`config.mk`:
```
export PLATFORM = sky130hd
export DESIGN_NAME = adcc_top
export DESIGN_NICKNAME = d
export VERILOG_FILES = /design/src/hw/adcc_pkg.sv /design/src/hw/adcc_top.sv
export SDC_FILE = /design/constraint.sdc
export NUM_CORES = 1
export LEC_CHECK = 0
export ABC_CLOCK_PERIOD_IN_PS = 2460
export BUFFER_PORTS_ARGS = -buffer_cell sky130_fd_sc_hd__clkbuf_2
export CAP_MARGIN = 10
export CORE_ASPECT_RATIO = 0.7
export CORE_UTILIZATION = 33
export CTS_CLUSTER_SIZE = 25
export DETAILED_ROUTE_END_ITERATION = 10
export SYNTH_ARGS = -nofsm -noshare
export SYNTH_HDL_FRONTEND = slang
export SYNTH_SLANG_ARGS = --single-unit
```
`constraint.sdc`:
```
create_clock -name CLOCK -period 2.46 [get_ports CLOCK]
set_input_delay 0.246 -clock CLOCK [delete_from_list [all_inputs] [get_ports CLOCK]]
set_output_delay 0.246 -clock CLOCK [all_outputs]
set_load 0.05 [all_outputs]
```
`src/hw/adcc_pkg.sv`:
```
// package: register map, field layout and types of the converter control
package adcc_pkg;

    // ****************************************************************
    // register map
    // ****************************************************************
    localparam logic [31:0] ADCC_CTRL_OFFSET   = 32'h0000_0000;
    localparam logic [31:0] ADCC_STATUS_OFFSET = 32'h0000_0004;
    localparam logic [7:0]  ADCC_CTRL_RESET    = 8'h00;

    // ****************************************************************
    // control field positions
    // ****************************************************************
    localparam int ADCC_FORMAT_BIT = 7;
    localparam int ADCC_VREF_BIT   = 6;
    localparam int ADCC_CHAN_LSB   = 2;
    localparam int ADCC_GO_BIT     = 1;
    localparam int ADCC_ENABLE_BIT = 0;

    // ****************************************************************
    // channel codes
    // ****************************************************************
    localparam int          ADCC_EXT_CHANNELS = 12;
    localparam logic [3:0]  ADCC_CHAN_LAST    = 4'h000B;
    localparam logic [3:0]  ADCC_CHAN_CMPREF  = 4'h000C;
    localparam logic [3:0]  ADCC_CHAN_FIXREF  = 4'h000D;

    // ****************************************************************
    // status field positions
    // ****************************************************************
    localparam int ADCC_STAT_BUSY_BIT = 0;
    localparam int ADCC_STAT_RSVD_BIT = 1;

    // ****************************************************************
    // types
    // ****************************************************************
    typedef struct packed {
        logic       result_format_select;
        logic       reference_source_select;
        logic [3:0] input_channel_select;
        logic       conversion_busy;
        logic       converter_enable;
    } adcc_ctrl_t;

    typedef struct packed {
        logic [ADCC_EXT_CHANNELS-1:0] ext_select;
        logic                         cmp_ref_select;
        logic                         fixed_ref_select;
        logic                         right_justify;
        logic                         ext_vref_select;
        logic                         enable;
    } adcc_analog_t;

endpackage

```
`src/hw/adcc_top.sv`:
```
// module: converter control register with an AHB-Lite slave port
//
// Operation
// - bit 7 set gives right justified result, cleared gives left justified.
// - channel codes 0 to 11 route external input N to the converter.
// - code 12 routes comparator reference, code 13 the 0.6V reference.
// - writing one to bit 1 starts a new conversion (here only if bit 0 is set and no conversion is running).
// - hardware clears bit 1 when the running conversion finishes.
// - bit 1 reads one while converting, zero when done or idle.
// - bit 0 enables converter; cleared holds conversion logic idle.
//
// Decided for this implementation: the register offsets and the AHB-Lite interface to the registers.
`timescale 1ns/1ps

module adcc_top
(
    // clock and reset
    input  wire logic                     CLOCK,
    input  wire logic                     RSTN,
    // ahb-lite slave
    input  wire logic                     HSEL,
    input  wire logic [31:0]              HADDR,
    input  wire logic [1:0]               HTRANS,
    input  wire logic                     HWRITE,
    input  wire logic [2:0]               HSIZE,
    input  wire logic [31:0]              HWDATA,
    input  wire logic                     HREADY,
    output logic      [31:0]              HRDATA,
    output logic                          HREADYOUT,
    output logic                          HRESP,
    // analog front end
    input  wire logic                     CONV_DONE,
    output logic                          CONV_START,
    output adcc_pkg::adcc_analog_t        ANALOG
);

    import adcc_pkg::*;

    // ****************************************************************
    // helpers
    // ****************************************************************
    function automatic logic [ADCC_EXT_CHANNELS-1:0] ext_decode
    (
        input logic [3:0] code
    );
        logic [ADCC_EXT_CHANNELS-1:0] sel;
        sel = '0;
        if (code <= ADCC_CHAN_LAST)
        begin
            sel[code] = 1'b1;
        end
        return sel;
    endfunction

    function automatic logic [7:0] ctrl_pack
    (
        input adcc_ctrl_t c
    );
        return {c.result_format_select, c.reference_source_select,
                c.input_channel_select, c.conversion_busy,
                c.converter_enable};
    endfunction

    function automatic logic reg_hit
    (
        input logic [31:0] addr,
        input logic [31:0] offset
    );
        return addr == offset;
    endfunction

    // ****************************************************************
    // declarations
    // ****************************************************************
    adcc_ctrl_t    ctrl_q;
    adcc_ctrl_t    ctrl_d;
    adcc_analog_t  analog_q;
    adcc_analog_t  analog_d;
    logic          wr_pend_q;
    logic [31:0]   wr_addr_q;
    logic [31:0]   rdata_q;
    logic [31:0]   rdata_d;
    logic          start_q;
    logic          done_s1_q;
    logic          done_s2_q;
    logic          done_s3_q;
    logic          addr_phase;
    logic          wr_format;
    logic          wr_vref;
    logic [3:0]    wr_chan;
    logic          wr_go;
    logic          wr_enable;
    logic          rd_ctrl_hit;
    logic          rd_status_hit;
    logic          abort_now;
    logic          ctrl_write;
    logic          go_write;
    logic          go_clear_write;
    logic          done_rise;
    logic          new_enable;
    logic          start_now;
    logic          finish_now;
    logic          next_busy;
    logic          rsvd_code;
    logic [31:0]   ctrl_word;
    logic [31:0]   status_word;

    // ****************************************************************
    // bus decode
    // ****************************************************************
    assign addr_phase = HSEL & HREADY & HTRANS[1];
    assign ctrl_write = wr_pend_q & reg_hit(wr_addr_q, ADCC_CTRL_OFFSET);
    assign rd_ctrl_hit = addr_phase & ~HWRITE
                       & reg_hit(HADDR, ADCC_CTRL_OFFSET);
    assign rd_status_hit = addr_phase & ~HWRITE
                         & reg_hit(HADDR, ADCC_STATUS_OFFSET);

    // ****************************************************************
    // write data fields
    // ****************************************************************
    assign wr_format = HWDATA[ADCC_FORMAT_BIT];
    assign wr_vref = HWDATA[ADCC_VREF_BIT];
    assign wr_chan = HWDATA[ADCC_CHAN_LSB +: 4];
    assign wr_go = HWDATA[ADCC_GO_BIT];
    assign wr_enable = HWDATA[ADCC_ENABLE_BIT];
    assign go_write = ctrl_write & wr_go;
    assign go_clear_write = ctrl_write & ~wr_go;

    // ****************************************************************
    // conversion sequencing
    // ****************************************************************
    assign done_rise = done_s2_q & ~done_s3_q;
    assign new_enable = ctrl_write ? wr_enable
                                   : ctrl_q.converter_enable;
    // start only when enabled and not already converting
    assign start_now = go_write & new_enable
                     & ~ctrl_q.conversion_busy;
    assign finish_now = ctrl_q.conversion_busy & done_rise;
    // clearing go or enable while busy drops the conversion
    assign abort_now = go_clear_write | ~new_enable;
    // a start needs idle and a finish needs busy, so the two never meet in one cycle
    assign next_busy = start_now
                     | (ctrl_q.conversion_busy & ~finish_now
                        & ~abort_now);

    always_comb
    begin
        ctrl_d = ctrl_q;
        if (ctrl_write)
        begin
            ctrl_d.result_format_select    = wr_format;
            ctrl_d.reference_source_select = wr_vref;
            ctrl_d.input_channel_select    = wr_chan;
            ctrl_d.converter_enable        = wr_enable;
        end
        ctrl_d.conversion_busy = next_busy;
    end

    // ****************************************************************
    // analog selection
    // ****************************************************************
    assign rsvd_code = ctrl_d.input_channel_select > ADCC_CHAN_FIXREF;

    always_comb
    begin
        analog_d.ext_select       =
            ext_decode(ctrl_d.input_channel_select);
        analog_d.cmp_ref_select   =
            ctrl_d.input_channel_select == ADCC_CHAN_CMPREF;
        analog_d.fixed_ref_select =
            ctrl_d.input_channel_select == ADCC_CHAN_FIXREF;
        analog_d.right_justify    = ctrl_d.result_format_select;
        analog_d.ext_vref_select  = ctrl_d.reference_source_select;
        analog_d.enable           = ctrl_d.converter_enable;
    end

    // ****************************************************************
    // read data
    // ****************************************************************
    assign ctrl_word = {24'h0000_00, ctrl_pack(ctrl_d)};
    assign status_word = {30'h0000_0000, rsvd_code, ctrl_d.conversion_busy};

    always_comb
    begin
        rdata_d = 32'h0000_0000;
        if (rd_ctrl_hit)
        begin
            rdata_d = ctrl_word;
        end
        else if (rd_status_hit)
        begin
            rdata_d = status_word;
        end
    end

    // ****************************************************************
    // registers
    // ****************************************************************
    always_ff @(posedge CLOCK or negedge RSTN)
    begin
        if (!RSTN)
        begin
            ctrl_q <= adcc_ctrl_t'(ADCC_CTRL_RESET);
        end
        else
        begin
            ctrl_q <= ctrl_d;
        end
    end

    always_ff @(posedge CLOCK or negedge RSTN)
    begin
        if (!RSTN)
        begin
            wr_pend_q <= 1'b0;
        end
        else
        begin
            wr_pend_q <= addr_phase & HWRITE;
        end
    end

    always_ff @(posedge CLOCK or negedge RSTN)
    begin
        if (!RSTN)
        begin
            wr_addr_q <= 32'h0000_0000;
        end
        else
        begin
            wr_addr_q <= HADDR;
        end
    end

    always_ff @(posedge CLOCK or negedge RSTN)
    begin
        if (!RSTN)
        begin
            rdata_q <= 32'h0000_0000;
        end
        else
        begin
            rdata_q <= rdata_d;
        end
    end

    always_ff @(posedge CLOCK or negedge RSTN)
    begin
        if (!RSTN)
        begin
            analog_q <= '0;
        end
        else
        begin
            analog_q <= analog_d;
        end
    end

    always_ff @(posedge CLOCK or negedge RSTN)
    begin
        if (!RSTN)
        begin
            start_q <= 1'b0;
        end
        else
        begin
            start_q <= start_now;
        end
    end

    always_ff @(posedge CLOCK or negedge RSTN)
    begin
        if (!RSTN)
        begin
            done_s1_q <= 1'b0;
            done_s2_q <= 1'b0;
        end
        else
        begin
            done_s1_q <= CONV_DONE;
            done_s2_q <= done_s1_q;
        end
    end

    // edge detect on the synchronised done
    always_ff @(posedge CLOCK or negedge RSTN)
    begin
        if (!RSTN)
        begin
            done_s3_q <= 1'b0;
        end
        else
        begin
            done_s3_q <= done_s2_q;
        end
    end

    // ****************************************************************
    // outputs
    // ****************************************************************
    assign HRDATA = rdata_q;
    assign HREADYOUT = 1'b1;
    assign HRESP = 1'b0;
    assign CONV_START = start_q;
    assign ANALOG = analog_q;

endmodule

```
# Word level (Yosys, flattened, before mapping)

Index checks and enable logic that the tools add are counted.

$lt $le $gt $ge: 4
Equal/unequal tests: 3
Muxes and demuxes: 7
Bitwise logic cells: 24
Reductions and logical operators: 3

Operators with widths:

| cell                                                       | number |
|---|---|
| zero test 32 bit                                           | 2 |
| equality test 32 x 3 -> 1 bit, second input constant       | 1 |
| two-way mux 32 bit                                         | 1 |
| bitwise AND 1 bit                                          | 15 |
| two-way mux 12 bit                                         | 1 |
| equality test 4 bit, second input constant                 | 2 |
| NOT 1 bit                                                  | 7 |
| two-way mux 6 bit                                          | 1 |
| less-than comparator 4 x 5 -> 1 bit, second input constant | 1 |
| demux 1 bit (select 4 bit)                                 | 1 |
| >= comparator 4 x 1 -> 1 bit, second input constant        | 1 |
| > comparator 4 bit, second input constant                  | 1 |
| <= comparator 4 bit, second input constant                 | 1 |
| two-way mux 1 bit                                          | 2 |
| two-way mux 2 bit                                          | 1 |
| bitwise OR 1 bit                                           | 2 |
| logical AND 1 bit                                          | 1 |

Bits in registers: 91
Input bits: 75
Output and inout port bits: 52
Logic and storage cells: 56

# Depth between registers and ports, before layout

Depth after elaboration: 10
Depth in mapped cells: 7
Gate-level depth less buffers: 5

# Least setup slack after synthesis

No wires, ideal clock.

Path kind: register to register
From: register wr_addr_q[11]
To: register rdata_q[4] (netlist: HRDATA[4])
Setup time: 0.118 ns
Data arrival time: 1.750 ns
Required time: 2.342 ns
Path slack: 0.592 ns
Stages on the path, launching flop included: 7
Buffers on the path: 1
Period minus slack after synthesis: 1.868 ns
Cell sequence: dfrtp_1 > nor4_1 > nand4_2 > nor3_4 > buf_8 > mux2_2 > and2b_1

RTL lines:

| element                | line            | text |
|---|---|---|
| from (decl)            | adcc_top.sv:80  | `logic [31:0] wr_addr_q;` |
| from (signal assigned) | adcc_top.sv:227 | `wr_addr_q <= 32'h0000_0000;` |
| from (signal assigned) | adcc_top.sv:231 | `wr_addr_q <= HADDR;` |
| to (signal assigned)   | adcc_top.sv:243 | `rdata_q <= rdata_d;` |
| to (decl)              | adcc_top.sv:81  | `logic [31:0] rdata_q;` |

==> summary.md <==
| Metric | Value |
|---|---|
| PnR worst setup slack | `0.444 ns` |
| YS warnings | `0` |
| Routed vias | `1644` |
| Max frequency | `0.496 GHz` |
| Power Density | `about 800 nW/µm²` |
| Resized cells post-CTS | `0` |
| CP required | `~2.7 ns` |
| Flop-to-flop setup slack | `~0.44 ns` |
| Core Region | `7480 µm²` |
| Multi-input gate area | `769 µm²` |
| Number of synthesized register bits | `67` |
| Grt ovf | `0` |
| Clk_skew | `between 0.005 and 0.006 ns` |
| Final Hold Violating Endpoints | `30` |
| First-pass GRT wire length | `between 8000 and 9000 µm` |
| CTS max path bufs | `2` |
| Number of global-route vias before repair | `1682` |
| I/O Buffers | `slightly above 70` |
| Post-place setup slack | `between 0.4 and 0.5 ns` |
| Min-delay worst type | `in -> async` |
| Slew HR | `between 50% and 60%` |
| Clock sinks | `67` |
| Worst R2R Start | `wr_addr_q[11]` |
| Number of vias per cell | `4.30` |
| Site Rows | `26` |
| Status | `finished, violations left` |
| Final #Nets | `354` |
| Largest net degree at the start of global routing | `38` |
| Post-synthesis async set-or-reset flop share | `100%` |
| Die Width | `between 100 and 150 µm` |
| Synth Area per Inst | `between 10 and 15 µm²` |
| Drt wl/cell | `13.2 µm` |
| Logic pwr share | `around 7%` |
| Ant diodes | `0` |
| Yosys top cell area share | `roughly 64%` |
| Die Area | `a little over 8000 µm²` |
| Clock group share of total power | `roughly half` |
| Total CTS buffers | `9` |
| Main synth FF type | `dfrtp_1` |
| Sequential power share | `between 40 and 50%` |
| Root Driver | `clkbuf_16` |
| Final setup viols | `0` |
| Clk slew on worst S/H paths | `0.05 ns` |
| Critical-path maximum fanout | `4` |
| Internal Power | `~2000 µW` |
| Slew Viols, Final | `0` |
| CTS tree | `yes` |
| Fin crit share | `roughly 82%` |
| RSZ-0062 raised after global routing | `false` |
| Worst setup SP type | `flop` |
| Drt pass-1 iters | `4` |
| CTS Hold Bufs | `0` |
| Synth top area cells | `dfrtp_1 (64%), buf_4 (8.3%), mux2_2 (3.0%), nor2b_1 (2.9%), nor4_1 (2.9%)` |
| Switching share of power | `a little under a quarter` |
| Worst path arrival time | `around 2.2 ns` |
| Final WL | `between 5000 and 6000 µm` |
| Post-synth EDFFs | `0` |
| Failing checks | `hold timing` |
| Remaining antenna violation count | `0` |
| Area of the mapped netlist | `2610 µm²` |
| WS Path Type | `reg -> reg` |
| Total track usage | `between 10% and 20%` |
| Worst hold slack | `-0.0202 ns` |
| Lkg Pwr | `0.00162 µW` |
| Crit. End Element | `flop` |
| Antenna violations before repair | `0` |
| Reg-to-reg endpoint | `ANALOG[16]` |
| R2R cell count | `5` |
| Worst-Margin Slew | `0.710 ns` |
| Period minus WS final | `a little over 2 ns` |
| Top-count cell post-synth | `dfrtp_1` |
| Top post-synthesis cells by count | `dfrtp_1 (67), buf_4 (29), nor2_1 (17)` |
| Setup TNS | `0 ns` |
| Post-CTS Setup Inserts | `0` |
| Max IR drop VDD | `0.000386 V` |
| Placer Congestion | `a little under 0.8` |
| Reg area | `between 1500 and 2000 µm²` |
| Mapped Cells | `200` |
| Count of cell types in the netlist | `31` |
| Chip height | `76.4 µm` |
| Cell taking the most area after synthesis | `dfrtp_1` |
| Max-capacitance violation count | `0` |
| Layout fillers | `around 740` |
| CP Launch Point | `wr_addr_q[11]` |
| Drt initial violations | `44` |
| Htree depth | `3` |
| Drt drc | `0` |
| Seq/Total Area, Yosys | `64.2%` |
| Final HPWL DP | `just under 4000 µm` |
| Synth-to-Final Area Change | `25.3%` |
| Layout cell share with drive strength beyond 1 | `approximately 38%` |
| Initial Utilization | `a little over a third` |
| Top Ports | `~130` |
| Worst-Skew Late Latency | `~0.32 ns` |
| P_sw | `603 µW` |
-- state kept, by name (all words and copies together), names as in the netlist --
register    cells
done_s2_q       1
ctrl_q          6
HRDATA          8
wr_addr_q      32
wr_pend_q       1
CONV_START      1
done_s1_q       1
done_s3_q       1
ANALOG         16
-- stage by stage --
step / util (%) / power, µW / std cells / cell area (µm²) / hold slack, ns
global placement: 39.7 / 1340 / 366 / 2970 / 0.329
finish: 43.7 / 2590 / 382 / 3270 / -0.0202
CTS: 43.7 / 2620 / 382 / 3270 / 0.00338
detailed placement: 39.7 / 1340 / 366 / 2970 / 0.335
global route: 43.7 / 2690 / 382 / 3270 / 0.0263
floorplan: - / 1290 / 224 / 2700 / -0.0496
-- routing by layer --
metal | global-route usage (%) | routed length, µm | vias to the layer above
met1 | 20.1 | 2620 | 778
li1 | - | - | 804
met5 | 0 | 0 | -
met3 | 5.05 | 288 | 6
met2 | 18.7 | 2060 | 56
met4 | 5.14 | 76 | 0
-- cell usage in the layout (no fill, tap or decap), types with 2 or more instances in the layout --
cell type,synthesis,layout
a31oi_1,3,3
clkbuf_2,0,71
clkinvlp_4,0,2
buf_4,29,2
mux2_2,7,7
clkinv_4,0,2
nor4_1,12,12
mux2i_1,7,7
nand4_1,6,6
nor3_1,2,2
nor4_2,3,3
nand3_1,4,4
and2b_1,2,2
nand2_1,7,7
nand2b_1,2,2
nor2b_1,12,12
clkbuf_16,0,9
o21ai_0,3,3
nor2_1,17,17
dfrtp_1,67,67
or3_2,2,2
conb_1,2,26
-- power groups by stage --
| stage | combinational (µW) | clock [µW] | sequential [µW] |
|---|---|---|---|
| floorplan | 133 | 0 | 1160 |
| global placement | 179 | 0 | 1160 |
| global route | 194 | 1350 | 1150 |
| detailed placement | 180 | 0 | 1160 |
| finish | 178 | 1270 | 1140 |
| CTS | 180 | 1300 | 1140 |
-- worst max-delay path by stage --
stage	slack [ns]	end	cells past startpoint
floorplan	0.59	HRDATA[4]	6
global placement	0.44	ANALOG[8]	5
detailed placement	0.41	ANALOG[8]	5
CTS	0.39	ANALOG[16]	5
global route	0.25	ANALOG[16]	6
finish	0.44	ANALOG[16]	5
-- critical path: stages, from the launching register on --
cell and delay (ns):
dfrtp_1 0.37, nor4_1 0.35, nand4_2 0.23, or3_2 0.52, a31oi_1 0.33, nor2_1 0.10
-- layout make-up --
type | count | share of cell area [%]
Inverter | 1 | 0.115
Clock inverter | 5 | 1.91
Clock buffer | 11 | 7.42
Tap cell | 98 | 3.75
Sequential cell | 67 | 51.2
Timing Repair Buffer | 75 | 12.1
Multi-Input combinational cell | 125 | 23.5
-- cell families after synthesis --
kind of cell,share of synthesized area (%)
DFF,64.2
other,0.287
buffers and inverters,9.82
muxes,5.70
and+or+nand+nor,17.7
AOI/OAI and AO/OA,2.30
Power figures use the tool's default switching activity.
